[config.mk]
export PLATFORM = sky130hd
export DESIGN_NAME = dofs_top
export DESIGN_NICKNAME = d
export VERILOG_FILES = /design/src/hdl/dofs_pkg.sv /design/src/hdl/dofs_hyst.sv /design/src/hdl/dofs_scale.sv /design/src/hdl/dofs_top.sv
export SDC_FILE = /design/constraint.sdc
export NUM_CORES = 1
export LEC_CHECK = 0
export BUFFER_PORTS_ARGS = -buffer_cell sky130_fd_sc_hd__buf_2
export CAP_MARGIN = 5
export CELL_PAD_IN_SITES_DETAIL_PLACEMENT = 1
export CELL_PAD_IN_SITES_GLOBAL_PLACEMENT = 1
export CORE_AREA = 2 2 164 206
export DETAILED_ROUTE_END_ITERATION = 16
export DIE_AREA = 0 0 166 208
export PLACE_DENSITY = 0.79
export RECOVER_POWER = 50
export SETUP_SLACK_MARGIN = 0.3
export SYNTH_ARGS = -nofsm -noshare
export SYNTH_HDL_FRONTEND = slang
export SYNTH_SLANG_ARGS = --single-unit
[constraint.sdc]
create_clock -name clk_sys -period 4.9 [get_ports clk_sys]
set_clock_uncertainty 0.05 [all_clocks]
set_input_delay 0.98 -clock clk_sys [delete_from_list [all_inputs] [get_ports clk_sys]]
set_output_delay 0.98 -clock clk_sys [all_outputs]
set_load 0.01 [all_outputs]
[src/hdl/dofs_pkg.sv]
package dofs_pkg;

    // data widths
    localparam int          MEAS_W          = 16;
    localparam int          DEN_W           = 18;
    localparam int          ADDR_W          = 8;

    // register byte offsets
    localparam logic [7:0]  OFS_FUNC_SEL    = 8'h00;
    localparam logic [7:0]  OFS_UPPER_THR   = 8'h04;
    localparam logic [7:0]  OFS_LOWER_THR   = 8'h08;
    localparam logic [7:0]  OFS_RATED_CUR   = 8'h0C;
    localparam logic [7:0]  OFS_MAX_FREQ    = 8'h10;
    localparam logic [7:0]  OFS_RATED_TRQ   = 8'h14;
    localparam logic [7:0]  OFS_RATED_PWR   = 8'h18;
    localparam logic [7:0]  OFS_STATUS      = 8'h1C;
    localparam logic [7:0]  OFS_ANALOG      = 8'h20;

    // reset values
    localparam logic [3:0]  RST_FUNC_SEL    = 4'h0;
    localparam logic [15:0] RST_UPPER_THR   = 16'h0000;
    localparam logic [15:0] RST_LOWER_THR   = 16'h0000;
    localparam logic [15:0] RST_RATED_CUR   = 16'h0000;
    localparam logic [15:0] RST_MAX_FREQ    = 16'h0000;
    localparam logic [15:0] RST_RATED_TRQ   = 16'h0000;
    localparam logic [15:0] RST_RATED_PWR   = 16'h0000;

    // status register field positions
    localparam int          STS_DIG_BIT     = 0;
    localparam int          STS_HYST_BIT    = 1;
    localparam int          STS_BUSY_BIT    = 2;

    // full-scale analog code and axi responses
    localparam logic [15:0] FULL_SCALE      = 16'hFFFF;
    localparam logic [1:0]  RESP_OKAY       = 2'b00;
    localparam logic [1:0]  RESP_SLVERR     = 2'b10;
    localparam logic [3:0]  DIV_LAST        = 4'hF;

    typedef enum logic [3:0] {
        FN_ENABLED   = 4'h0,
        FN_HEALTHY   = 4'h1,
        FN_AT_TARGET = 4'h2,
        FN_RUNNING   = 4'h3,
        FN_FREQ_LIM  = 4'h4,
        FN_CUR_LIM   = 4'h5,
        FN_TRQ_LIM   = 4'h6,
        FN_AIN2_LIM  = 4'h7,
        FN_A_FREQ    = 4'h8,
        FN_A_CUR     = 4'h9,
        FN_A_TRQ     = 4'hA,
        FN_A_PWR     = 4'hB,
        FN_A_PID     = 4'hC
    } dofs_func_t;

    typedef enum logic [1:0] {
        DIV_IDLE = 2'b00,
        DIV_RUN  = 2'b01,
        DIV_DONE = 2'b11
    } dofs_div_st_t;

    // internal drive measurements
    typedef struct packed {
        logic        running;
        logic        fault;
        logic [15:0] out_freq;
        logic [15:0] set_freq;
        logic [15:0] motor_cur;
        logic [15:0] motor_trq;
        logic [15:0] ain2;
        logic [15:0] out_pwr;
        logic [15:0] pid_out;
    } dofs_meas_t;

    // software configuration
    typedef struct packed {
        logic [3:0]  func_sel;
        logic [15:0] upper_switch_threshold;
        logic [15:0] lower_switch_threshold;
        logic [15:0] motor_rated_current;
        logic [15:0] max_freq;
        logic [15:0] rated_trq;
        logic [15:0] rated_pwr;
    } dofs_cfg_t;

endpackage : dofs_pkg

[src/hdl/dofs_hyst.sv]
`timescale 1ns/100ps
module dofs_hyst (
    input  wire logic        clk_sys,
    input  wire logic        resetn,
    input  wire logic        enable,
    input  wire logic [15:0] sig,
    input  wire logic [15:0] upper_switch_threshold,
    input  wire logic [15:0] lower_switch_threshold,
    output logic             state
);
    logic state_r;
    logic state_nxt;

    always_comb begin
        state_nxt = state_r;
        if (!enable) begin
            state_nxt = 1'b0;
        end else if (!state_r && sig >= upper_switch_threshold) begin
            state_nxt = 1'b1;
        end else if (state_r && sig < lower_switch_threshold) begin
            state_nxt = 1'b0;
        end
    end

    always_ff @(posedge clk_sys) begin
        if (!resetn) begin
            state_r <= 1'b0;
        end else begin
            state_r <= state_nxt;
        end
    end

    assign state = state_r;
endmodule : dofs_hyst

[src/hdl/dofs_scale.sv]
`timescale 1ns/100ps
module dofs_scale (
    input  wire logic        clk_sys,
    input  wire logic        resetn,
    input  wire logic        start,
    input  wire logic [15:0] num,
    input  wire logic [17:0] den,
    output logic             busy,
    output logic             done,
    output logic [15:0]      quo
);
    // quo = num * 65536 / den, saturated to full scale
    dofs_pkg::dofs_div_st_t st_r, st_nxt;
    logic [18:0] rem_r, rem_nxt;
    logic [17:0] den_r, den_nxt;
    logic [15:0] q_r, q_nxt;
    logic [3:0]  cnt_r, cnt_nxt;
    logic [18:0] rem2;

    always_comb begin
        st_nxt  = st_r;
        rem_nxt = rem_r;
        den_nxt = den_r;
        q_nxt   = q_r;
        cnt_nxt = cnt_r;
        rem2    = {rem_r[17:0], 1'b0};
        case (st_r)
            dofs_pkg::DIV_IDLE: begin
                if (start) begin
                    den_nxt = den;
                    rem_nxt = {3'b000, num};
                    cnt_nxt = 4'h0;
                    q_nxt   = 16'h0000;
                    if (num == 16'h0000) begin
                        st_nxt = dofs_pkg::DIV_DONE;
                    end else if ({2'b00, num} >= den) begin
                        q_nxt  = dofs_pkg::FULL_SCALE;
                        st_nxt = dofs_pkg::DIV_DONE;
                    end else begin
                        st_nxt = dofs_pkg::DIV_RUN;
                    end
                end
            end
            dofs_pkg::DIV_RUN: begin
                if (rem2 >= {1'b0, den_r}) begin
                    rem_nxt = rem2 - {1'b0, den_r};
                    q_nxt   = {q_r[14:0], 1'b1};
                end else begin
                    rem_nxt = rem2;
                    q_nxt   = {q_r[14:0], 1'b0};
                end
                cnt_nxt = cnt_r + 4'h1;
                if (cnt_r == dofs_pkg::DIV_LAST) begin
                    st_nxt = dofs_pkg::DIV_DONE;
                end
            end
            dofs_pkg::DIV_DONE: begin
                st_nxt = dofs_pkg::DIV_IDLE;
            end
            default: begin
                st_nxt = dofs_pkg::DIV_IDLE;
            end
        endcase
    end

    always_ff @(posedge clk_sys) begin
        if (!resetn) begin
            st_r  <= dofs_pkg::DIV_IDLE;
            rem_r <= 19'h0_0000;
            den_r <= 18'h0_0000;
            q_r   <= 16'h0000;
            cnt_r <= 4'h0;
        end else begin
            st_r  <= st_nxt;
            rem_r <= rem_nxt;
            den_r <= den_nxt;
            q_r   <= q_nxt;
            cnt_r <= cnt_nxt;
        end
    end

    assign busy = (st_r != dofs_pkg::DIV_IDLE);
    assign done = (st_r == dofs_pkg::DIV_DONE);
    assign quo  = q_r;
endmodule : dofs_scale

[src/hdl/dofs_top.sv]
// Notes on behaviour
// - code 2: output high exactly when output frequency equals the setpoint
// - code 3: output high when output frequency is above zero
// - code 4: output asserts when output frequency reaches the limit, via thresholds
// - code 5: output asserts when motor current reaches the limit, via thresholds
// - code 6: output asserts when motor torque reaches the limit, via thresholds
// - code 7: output asserts when second analog input reaches the limit
// - codes 4 to 7: output goes high when signal reaches upper threshold
// - codes 4 to 7: output stays high until signal drops below lower threshold
// - code 9: analog full scale equals twice motor rated current
// - code 10: analog full scale equals twice rated torque
// - code 11: analog full scale equals one and a half times rated power
// - code 12: analog output carries the internal pid controller output
// - code 0: output high while the drive is enabled and running
// - code 1: output high while no fault is present
`timescale 1ns/100ps
module dofs_top (
    input  wire logic                 clk_sys,
    input  wire logic                 resetn,
    input  wire dofs_pkg::dofs_meas_t meas,
    output logic                      dig_out,
    output logic [15:0]               ana_out,
    input  wire logic [7:0]           s_axi_awaddr,
    input  wire logic [2:0]           s_axi_awprot,
    input  wire logic                 s_axi_awvalid,
    output logic                      s_axi_awready,
    input  wire logic [31:0]          s_axi_wdata,
    input  wire logic [3:0]           s_axi_wstrb,
    input  wire logic                 s_axi_wvalid,
    output logic                      s_axi_wready,
    output logic [1:0]                s_axi_bresp,
    output logic                      s_axi_bvalid,
    input  wire logic                 s_axi_bready,
    input  wire logic [7:0]           s_axi_araddr,
    input  wire logic [2:0]           s_axi_arprot,
    input  wire logic                 s_axi_arvalid,
    output logic                      s_axi_arready,
    output logic [31:0]               s_axi_rdata,
    output logic [1:0]                s_axi_rresp,
    output logic                      s_axi_rvalid,
    input  wire logic                 s_axi_rready
);
    // configuration registers
    dofs_pkg::dofs_cfg_t cfg_r, cfg_nxt;

    // write channel state
    logic        aw_held_r, aw_held_nxt;
    logic        w_held_r, w_held_nxt;
    logic [7:0]  waddr_r, waddr_nxt;
    logic [31:0] wdata_r, wdata_nxt;
    logic [3:0]  wstrb_r, wstrb_nxt;
    logic        bvalid_r, bvalid_nxt;
    logic [1:0]  bresp_r, bresp_nxt;
    logic        do_write;
    logic        wmapped;

    // read channel state
    logic        rvalid_r, rvalid_nxt;
    logic [31:0] rdata_r, rdata_nxt;
    logic [1:0]  rresp_r, rresp_nxt;
    // output state
    logic        dig_r, dig_nxt;
    logic [15:0] ana_r, ana_nxt;
    // selection logic
    logic        hyst_en;
    logic        hyst_state;
    logic [15:0] hyst_sig;
    logic        scaled;
    logic [15:0] scale_num;
    logic [17:0] scale_den;
    logic        scale_busy;
    logic        scale_done;
    logic [15:0] scale_quo;

    function automatic logic [15:0] merge16(input logic [15:0] old,
                                            input logic [31:0] data,
                                            input logic [3:0]  strb);
        logic [15:0] res;
        res = old;
        if (strb[0]) begin
            res[7:0] = data[7:0];
        end
        if (strb[1]) begin
            res[15:8] = data[15:8];
        end
        return res;
    endfunction : merge16

    // comparison signal for the threshold codes
    always_comb begin
        hyst_en  = 1'b1;
        hyst_sig = 16'h0000;
        case (cfg_r.func_sel)
            dofs_pkg::FN_FREQ_LIM: hyst_sig = meas.out_freq;
            dofs_pkg::FN_CUR_LIM:  hyst_sig = meas.motor_cur;
            dofs_pkg::FN_TRQ_LIM:  hyst_sig = meas.motor_trq;
            dofs_pkg::FN_AIN2_LIM: hyst_sig = meas.ain2;
            default:               hyst_en  = 1'b0;
        endcase
    end

    dofs_hyst u_hyst (
        .clk_sys                (clk_sys),
        .resetn                 (resetn),
        .enable                 (hyst_en),
        .sig                    (hyst_sig),
        .upper_switch_threshold (cfg_r.upper_switch_threshold),
        .lower_switch_threshold (cfg_r.lower_switch_threshold),
        .state                  (hyst_state)
    );

    // numerator and full-scale value for analog codes 8 to 11
    always_comb begin
        scaled    = 1'b1;
        scale_num = 16'h0000;
        scale_den = 18'h0_0000;
        case (cfg_r.func_sel)
            dofs_pkg::FN_A_FREQ: begin
                scale_num = meas.out_freq;
                scale_den = {2'b00, cfg_r.max_freq};
            end
            dofs_pkg::FN_A_CUR: begin
                scale_num = meas.motor_cur;
                scale_den = {1'b0, cfg_r.motor_rated_current, 1'b0};
            end
            dofs_pkg::FN_A_TRQ: begin
                scale_num = meas.motor_trq;
                scale_den = {1'b0, cfg_r.rated_trq, 1'b0};
            end
            dofs_pkg::FN_A_PWR: begin
                scale_num = meas.out_pwr;
                scale_den = {2'b00, cfg_r.rated_pwr}
                          + {3'b000, cfg_r.rated_pwr[15:1]};
            end
            default: scaled = 1'b0;
        endcase
    end

    dofs_scale u_scale (
        .clk_sys (clk_sys),
        .resetn  (resetn),
        .start   (scaled),
        .num     (scale_num),
        .den     (scale_den),
        .busy    (scale_busy),
        .done    (scale_done),
        .quo     (scale_quo)
    );

    // output selection
    always_comb begin
        dig_nxt = 1'b0;
        ana_nxt = ana_r;
        case (cfg_r.func_sel)
            dofs_pkg::FN_ENABLED: begin
                dig_nxt = meas.running;
                ana_nxt = 16'h0000;
            end
            dofs_pkg::FN_HEALTHY: begin
                dig_nxt = !meas.fault;
                ana_nxt = 16'h0000;
            end
            dofs_pkg::FN_AT_TARGET: begin
                dig_nxt = (meas.out_freq == meas.set_freq);
                ana_nxt = 16'h0000;
            end
            dofs_pkg::FN_RUNNING: begin
                dig_nxt = (meas.out_freq != 16'h0000);
                ana_nxt = 16'h0000;
            end
            dofs_pkg::FN_FREQ_LIM,
            dofs_pkg::FN_CUR_LIM,
            dofs_pkg::FN_TRQ_LIM,
            dofs_pkg::FN_AIN2_LIM: begin
                dig_nxt = hyst_state;
                ana_nxt = 16'h0000;
            end
            dofs_pkg::FN_A_FREQ,
            dofs_pkg::FN_A_CUR,
            dofs_pkg::FN_A_TRQ,
            dofs_pkg::FN_A_PWR: begin
                if (scale_done) begin
                    ana_nxt = scale_quo;
                end
            end
            dofs_pkg::FN_A_PID: ana_nxt = meas.pid_out;
            default:            ana_nxt = 16'h0000;
        endcase
    end

    // axi4-lite write path: address and data taken in either order
    assign do_write = aw_held_r && w_held_r && !bvalid_r;
    assign wmapped  = (waddr_r == dofs_pkg::OFS_FUNC_SEL)
                   || (waddr_r == dofs_pkg::OFS_UPPER_THR)
                   || (waddr_r == dofs_pkg::OFS_LOWER_THR)
                   || (waddr_r == dofs_pkg::OFS_RATED_CUR)
                   || (waddr_r == dofs_pkg::OFS_MAX_FREQ)
                   || (waddr_r == dofs_pkg::OFS_RATED_TRQ)
                   || (waddr_r == dofs_pkg::OFS_RATED_PWR);

    always_comb begin
        aw_held_nxt = aw_held_r;
        w_held_nxt  = w_held_r;
        waddr_nxt   = waddr_r;
        wdata_nxt   = wdata_r;
        wstrb_nxt   = wstrb_r;
        bvalid_nxt  = bvalid_r;
        bresp_nxt   = bresp_r;
        cfg_nxt     = cfg_r;
        if (s_axi_awvalid && s_axi_awready) begin
            aw_held_nxt = 1'b1;
            waddr_nxt   = {s_axi_awaddr[7:2], 2'b00};
        end
        if (s_axi_wvalid && s_axi_wready) begin
            w_held_nxt = 1'b1;
            wdata_nxt  = s_axi_wdata;
            wstrb_nxt  = s_axi_wstrb;
        end
        if (do_write) begin
            aw_held_nxt = 1'b0;
            w_held_nxt  = 1'b0;
            bvalid_nxt  = 1'b1;
            bresp_nxt   = wmapped ? dofs_pkg::RESP_OKAY : dofs_pkg::RESP_SLVERR;
            case (waddr_r)
                dofs_pkg::OFS_FUNC_SEL: begin
                    if (wstrb_r[0]) begin
                        cfg_nxt.func_sel = wdata_r[3:0];
                    end
                end
                dofs_pkg::OFS_UPPER_THR: begin
                    cfg_nxt.upper_switch_threshold =
                        merge16(cfg_r.upper_switch_threshold, wdata_r, wstrb_r);
                end
                dofs_pkg::OFS_LOWER_THR: begin
                    cfg_nxt.lower_switch_threshold =
                        merge16(cfg_r.lower_switch_threshold, wdata_r, wstrb_r);
                end
                dofs_pkg::OFS_RATED_CUR: begin
                    cfg_nxt.motor_rated_current =
                        merge16(cfg_r.motor_rated_current, wdata_r, wstrb_r);
                end
                dofs_pkg::OFS_MAX_FREQ: begin
                    cfg_nxt.max_freq = merge16(cfg_r.max_freq, wdata_r, wstrb_r);
                end
                dofs_pkg::OFS_RATED_TRQ: begin
                    cfg_nxt.rated_trq = merge16(cfg_r.rated_trq, wdata_r, wstrb_r);
                end
                dofs_pkg::OFS_RATED_PWR: begin
                    cfg_nxt.rated_pwr = merge16(cfg_r.rated_pwr, wdata_r, wstrb_r);
                end
                default: cfg_nxt = cfg_r;
            endcase
        end
        if (bvalid_r && s_axi_bready) begin
            bvalid_nxt = 1'b0;
        end
    end

    // axi4-lite read path
    always_comb begin
        rvalid_nxt = rvalid_r;
        rdata_nxt  = rdata_r;
        rresp_nxt  = rresp_r;
        if (s_axi_arvalid && s_axi_arready) begin
            rvalid_nxt = 1'b1;
            rresp_nxt  = dofs_pkg::RESP_OKAY;
            rdata_nxt  = 32'h0000_0000;
            case ({s_axi_araddr[7:2], 2'b00})
                dofs_pkg::OFS_FUNC_SEL:  rdata_nxt[3:0]  = cfg_r.func_sel;
                dofs_pkg::OFS_UPPER_THR: rdata_nxt[15:0] = cfg_r.upper_switch_threshold;
                dofs_pkg::OFS_LOWER_THR: rdata_nxt[15:0] = cfg_r.lower_switch_threshold;
                dofs_pkg::OFS_RATED_CUR: rdata_nxt[15:0] = cfg_r.motor_rated_current;
                dofs_pkg::OFS_MAX_FREQ:  rdata_nxt[15:0] = cfg_r.max_freq;
                dofs_pkg::OFS_RATED_TRQ: rdata_nxt[15:0] = cfg_r.rated_trq;
                dofs_pkg::OFS_RATED_PWR: rdata_nxt[15:0] = cfg_r.rated_pwr;
                dofs_pkg::OFS_STATUS: begin
                    rdata_nxt[dofs_pkg::STS_DIG_BIT]  = dig_r;
                    rdata_nxt[dofs_pkg::STS_HYST_BIT] = hyst_state;
                    rdata_nxt[dofs_pkg::STS_BUSY_BIT] = scale_busy;
                end
                dofs_pkg::OFS_ANALOG:    rdata_nxt[15:0] = ana_r;
                default:                 rresp_nxt = dofs_pkg::RESP_SLVERR;
            endcase
        end else if (rvalid_r && s_axi_rready) begin
            rvalid_nxt = 1'b0;
        end
    end

    always_ff @(posedge clk_sys) begin
        if (!resetn) begin
            cfg_r.func_sel               <= dofs_pkg::RST_FUNC_SEL;
            cfg_r.upper_switch_threshold <= dofs_pkg::RST_UPPER_THR;
            cfg_r.lower_switch_threshold <= dofs_pkg::RST_LOWER_THR;
            cfg_r.motor_rated_current    <= dofs_pkg::RST_RATED_CUR;
            cfg_r.max_freq               <= dofs_pkg::RST_MAX_FREQ;
            cfg_r.rated_trq              <= dofs_pkg::RST_RATED_TRQ;
            cfg_r.rated_pwr              <= dofs_pkg::RST_RATED_PWR;
            aw_held_r <= 1'b0;
            w_held_r  <= 1'b0;
            waddr_r   <= 8'h00;
            wdata_r   <= 32'h0000_0000;
            wstrb_r   <= 4'h0;
            bvalid_r  <= 1'b0;
            bresp_r   <= dofs_pkg::RESP_OKAY;
            rvalid_r  <= 1'b0;
            rdata_r   <= 32'h0000_0000;
            rresp_r   <= dofs_pkg::RESP_OKAY;
            dig_r     <= 1'b0;
            ana_r     <= 16'h0000;
        end else begin
            cfg_r     <= cfg_nxt;
            aw_held_r <= aw_held_nxt;
            w_held_r  <= w_held_nxt;
            waddr_r   <= waddr_nxt;
            wdata_r   <= wdata_nxt;
            wstrb_r   <= wstrb_nxt;
            bvalid_r  <= bvalid_nxt;
            bresp_r   <= bresp_nxt;
            rvalid_r  <= rvalid_nxt;
            rdata_r   <= rdata_nxt;
            rresp_r   <= rresp_nxt;
            dig_r     <= dig_nxt;
            ana_r     <= ana_nxt;
        end
    end

    assign s_axi_awready = !aw_held_r && !bvalid_r;
    assign s_axi_wready  = !w_held_r && !bvalid_r;
    assign s_axi_bvalid  = bvalid_r;
    assign s_axi_bresp   = bresp_r;
    assign s_axi_arready = !rvalid_r;
    assign s_axi_rvalid  = rvalid_r;
    assign s_axi_rdata   = rdata_r;
    assign s_axi_rresp   = rresp_r;
    assign dig_out       = dig_r;
    assign ana_out       = ana_r;
endmodule : dofs_top

# == After elaboration in Yosys (flattened, before gate mapping) ==
# Cells that the tools add are included.
# totals
regBits,224
# op_classes
n_addsub,3
order_cmp,4
n_eq_ne,33
n_mux,32
bitwise_logic,1
n_reduce_logical,55
# op_table
cell,n
$pmux 16 s4,2
$pmux 12 s7,1
$pmux 17 s4,1
$mux 16,4
$pmux 16 s2,2
$eq 6x3->1 const B,7
$reduce_and 3->1,13
$mux 18,2
$pmux 18 s2,1
$pmux 3 s9,1
$eq 4x4->1 const B,6
$eq 6x2->1 const B,4
$ge 19x18->1,1
$sub 18x18->18,1
$add 16x15->17,1
$ge 16x17->1,1
$eq 16x16->1,1
$eq 4x3->1 const B,4
$ge 16x16->1,1
$logic_not 16->1,1
$lt 16x16->1,1
$reduce_bool 16->1,1
$eq 6x1->1 const B,2
$mux 2,6
other kinds (27),63

# == Logic depth before layout (Yosys ltp) ==
# logic_depth
word_depth,8
depth_mapped,20
depth_no_buf,19

# == By module ==
# A second synthesis with hierarchy kept.
# hier_totals
hier_cells,1746
area_unflattened_um2,14340.0
# by_module_without_submodules
module,instances,cells_per_inst,area_each_um2,seq_area_each_um2
dofs_top,1,1145,9646.8,3263.1
dofs_scale,1,492,3888.7,1161.1
dofs_hyst,1,109,804.5,20.0

# == Worst setup path before layout ==
# No wires, ideal clock.
# synth_path
path_type,register -> register
startpoint,reg cfg_r[1] in the netlist's numbering
endpoint,reg u_scale.q_r[10] (netlist: u_scale.quo[10])
setup_ps,119
arrival_ps,3585
path_slack_ps,1146
path_stages_with_launch,19
period_less_slack_ps,3754
cell_sequence,dfxtp_1 -> ha_1 -> inv_1 -> fa_1 -> nand2b_1 -> a21oi_1 -> o21a_1 -> o21ai_0 -> and3b_1 -> o31ai_1 -> ha_1 -> a21o_1 -> a21o_1 -> a211oi_1 -> o211ai_1 -> a21oi_1 -> a211oi_4 -> buf_6 -> o221a_1
# synth_between
elab_chain_len,7
# synth_rtl
element,line,rtl
"start, declared",dofs_top.sv:44,"dofs_pkg::dofs_cfg_t cfg_r, cfg_nxt;"
"start signal, assigned",dofs_top.sv:311,cfg_r <= cfg_nxt;
$add 16x15->17,dofs_top.sv:133,"+ {3'b000, cfg_r.rated_pwr[15:1]};"
$pmux 17 s4,dofs_top.sv:117,case (cfg_r.func_sel)
$ge 16x17->1,dofs_scale.sv:36,"end else if ({2'b00, num} >= den) begin"
$mux 16,dofs_scale.sv:36,
$mux 16,dofs_scale.sv:34,if (num == 16'h0000) begin
$mux 16,dofs_scale.sv:29,if (start) begin
$pmux 16 s2,dofs_scale.sv:27,case (st_r)
"end signal, assigned",dofs_scale.sv:77,q_r <= q_nxt;
"end, declared",dofs_scale.sv:16,"logic [15:0] q_r, q_nxt;"
# Every way passes these cells. The select of a mux whose other input is x is not followed.
# A chain may end at the register's enable or synchronous reset.

# == Worst setup path after layout ==
# layout_path
startpoint,reg cfg_r[1] in the netlist's numbering
endpoint,reg u_scale.q_r[0] (netlist: u_scale.quo[0])
# The elaborated chain is that of the path after synthesis.

==> results.md <==
- CTS H-tree lvls: 1
- Async SR Flop Fraction: 0%
- Rows: 74
- DR pass1 iterations: 9
- Hold Buf Count CTS: 0
- Synthesized instance count: around 1,600
- Port bufs: 190
- Number of flops mapped to enable cells by yosys: 0
- Hold Fails Final Rpt: 0
- Most frequent cells in the layout: nor2_1 (225), dfxtp_1 (219), buf_2 (148)
- Post-DRT Antenna Nets: 0
- Largest net degree at the start of global routing: 115
- TritonCTS buffer count: 24
- DR WL/cell: 23.67 um
- # IOs: around 240
- Pint: 3039 uW
- CTS tree: yes
- Chip Height: around 210 um
- Crit-path slowest cell: dfxtp_1
- Final Cell Area: 0.01584 mm^2
- Routability Congestion: 0.9193
- Top layer in use: met5
- Top Family by Delay on Critical Path: compound AO/OA/AOI/OAI gates
- CTS max path bufs: 3
- Proportion of layout cells with a drive suffix above 1: between 15 and 20%
- Max-slew headroom: -64.96%
- First-pass GRT wire length: around 80,000 um
- Die Width: around 170 um
- Final period utilization: 88.16%
- # fillers: 3,916
- Total gr overflow: 0
- Max Slew Vio Count: 115
- Met1 wire length: 21,100 um
- Root buf cell: clkbuf_16
- Post-synth top flop: dfxtp_1
- Yosys top cell by area: dfxtp_1
- Hold Worst Slack: about 0.42 ns
- Clock sink count: 221
- Startpoint types: register
- Setup Viol. Count Final: 0
- Logic pwr share: 6.6%
- Commonest non-fill, non-tap cell in the layout: nor2_1
- Worst path max stage delay: roughly 0.44 ns
- Via count: roughly 13,000
- WL final: 51,950 um
- Synth area leaders: dfxtp_1 (32%), mux2i_1 (10%), ha_1 (7.3%), nor2_1 (6.1%), mux4_2 (5.0%)
- WS Path Type: register to register
- Core area: 0.03250 mm^2
- RSZ-0062 raised after global routing: false
- Area of the mapped netlist: 0.01389 mm^2
- Seq pwr share: about 46%
- Clock edge transition at the registers on the reported setup and hold paths: roughly 0.060 ns
- HPWL Detailed: 39,570 um
- Area delta synth->final: 13.99%
- Clock share of power: approximately 47%
- Syn_area_per_cell: 8.528 um^2
- Post-Place Cell Area: 0.01508 mm^2
- Arrival @ worst endpoint: 4.73 ns
- Detailed-route vias per instance: just over 6
- Overall Global Routing Usage: 29.08%
- Met3 wire length: between 2000 and 3000 um
- Net Sw Power: about 1000 uW
- Max-cap violation count: 1
- Worst endpoint required time: 5.31 ns
- Power Density: 254.9 mW/mm^2
- Vias in the first global route: 13,810
- FF-to-FF setup slack: 0.58 ns
- Distinct cells, synth: 81
- DRT iter0 DRCs: ~1,100
- Fmax: 231.5 MHz
- Post-synthesis register bit count: approximately 220
- Clock Latency Late Sink: 0.55 ns
- Maximum vdd drop: ~240 uV
- Setup TNS: 0 ns
- Starting density of the core: 42.75%
- Met2 WL: 26,330 um
- Worst slew pin tran: 2.474 ns
- Initial antenna violation count: 2
- Top cell type's share of synthesized area: about a third
- Yosys Warn Count: 0
- Crit end category: register
- Sequential fraction of the synthesis area: a little under a third
- Switching Share: 24.73%
- Status: complete, but fails checks
- Minimum clock period: 4.320 ns
- Crit-path cells: ha_1 -> inv_1 -> fa_1 -> nand2b_1 -> a21oi_2 -> o21a_1 -> o21bai_1 -> nand2_1 -> xor2_1 -> a22oi_1 -> ha_1 -> and3_1 -> nand3_1 -> a211o_1 -> o211ai_1 -> a21oi_2 -> a211oi_4 -> buf_6 -> a21oi_1 -> a21oi_1
- DIE AREA: 0.03453 mm^2
- Worst Hold Class: register to register
- Crit path buffers/inverters: 2
- Leak: 0.006132 uW
- Remaining DRCs: 0
- Failing checks: capacitance limit, slew limit
- Crit-path max FO: 16
- NumNets Final: 2,024
power by group through the flow:
stage               combinational [uW]  clock (uW)  sequential [uW]
floorplan                          155           0             1870
global placement                   258           0             1900
detailed placement                 263           0             1900
CTS                                266        1930             1860
global route                       286        2000             1860
finish                             265        1910             1860
logic make-up after synthesis:
| family | synth area share, % |
|---|---|
| buffers and inverters | 6.079 |
| AOI/OAI and AO/OA | 18.45 |
| xor gates and xnor gates | 2.270 |
| adders and majority gates | 7.584 |
| muxes | 15.60 |
| and+or+nand+nor | 18.15 |
| DFF | 31.85 |
| other | 0.02699 |
layer usage:
layer / vias to the layer above / GRT usage [%]
met5: - / 0
met4: 2 / 9.475
met3: 101 / 3.386
met2: 459 / 53.51
met1: 6673 / 35.07
li1: 6121 / -
area by class of cell:
type	instances	area (um^2)	area share (%)
clock inverters	6	97.59	0.6163
diodes	1	2.502	0.01580
repair buffers	213	1081	6.827
inverters	73	276.5	1.746
multi-input cells	1229	8707	54.99
well taps	418	523.0	3.303
clock buffers	34	718.2	4.535
flip-flops and latches	221	4429	27.97
path summary, 6_finish.rpt:
check / from / to / cells after the start
hold reg to reg: u_scale.den_r[8] / u_scale.den_r[8] / 2
setup / recovery: cfg_r[1] / u_scale.quo[0] / 20
setup reg to reg: cfg_r[1] / u_scale.quo[0] / 20
hold / removal: u_scale.den_r[8] / u_scale.den_r[8] / 2
stage by stage:
stage | power, uW | cells | util, % | worst slack [ns]
global route | 4143 | 2195 | 48.73 | 0.2662
detailed placement | 2160 | 2154 | 46.40 | 0.4708
CTS | 4054 | 2194 | 48.91 | 0.4469
global placement | 2154 | 2154 | 46.40 | 0.5474
floorplan | 2027 | 1646 | - | 1.146
finish | 4037 | 2195 | 48.73 | 0.5802
tightest hold or removal path: cells and delay by family (launching register included):
family	cells	cell delay, ns
flops	1	0.32
simple gates	1	0.05
compound gates	1	0.05
registers in the layout, indices dropped and copies added (netlist names):
signal         count
u_scale.den_r     17
aw_held_r          1
s_axi_rvalid       1
waddr_r            6
ana_out           16
u_scale.cnt_r      4
dig_out            1
s_axi_bvalid       1
u_hyst.state       1
wstrb_r            2
s_axi_bresp        1
w_held_r           1
s_axi_rresp        1
u_scale.st_r       2
wdata_r           16
s_axi_rdata       16
cfg_r            100
u_scale.quo       16
u_scale.rem_r     18
cell usage after synthesis (all sizes together) (5+ instances only):
library cell,n
xor2,22
nor2,235
and2,18
nor3,33
nand3,31
and3,7
nand2b,17
a21o,20
o211ai,7
nand2,122
mux2i,143
inv,73
o221ai,6
o22ai,16
clkbuf,83
dfxtp,221
nor4,11
a222oi,14
or2,6
o21a,8
buf,40
a22oi,39
xnor2,14
a21boi,5
mux4,32
a211oi,23
o221a,15
nand4,12
ha,81
a31oi,9
a21oi,90
or3,9
o21ai,75
nor2b,23
a221oi,18
what timing repair did:
item                       in CTS  in global routing
setup endpoints to repair       0                 17
gates resized for setup         0                  4
hold endpoints to repair        0                  0
buffers inserted                0                  0
Note: power is estimated with default switching activity, not from simulation.
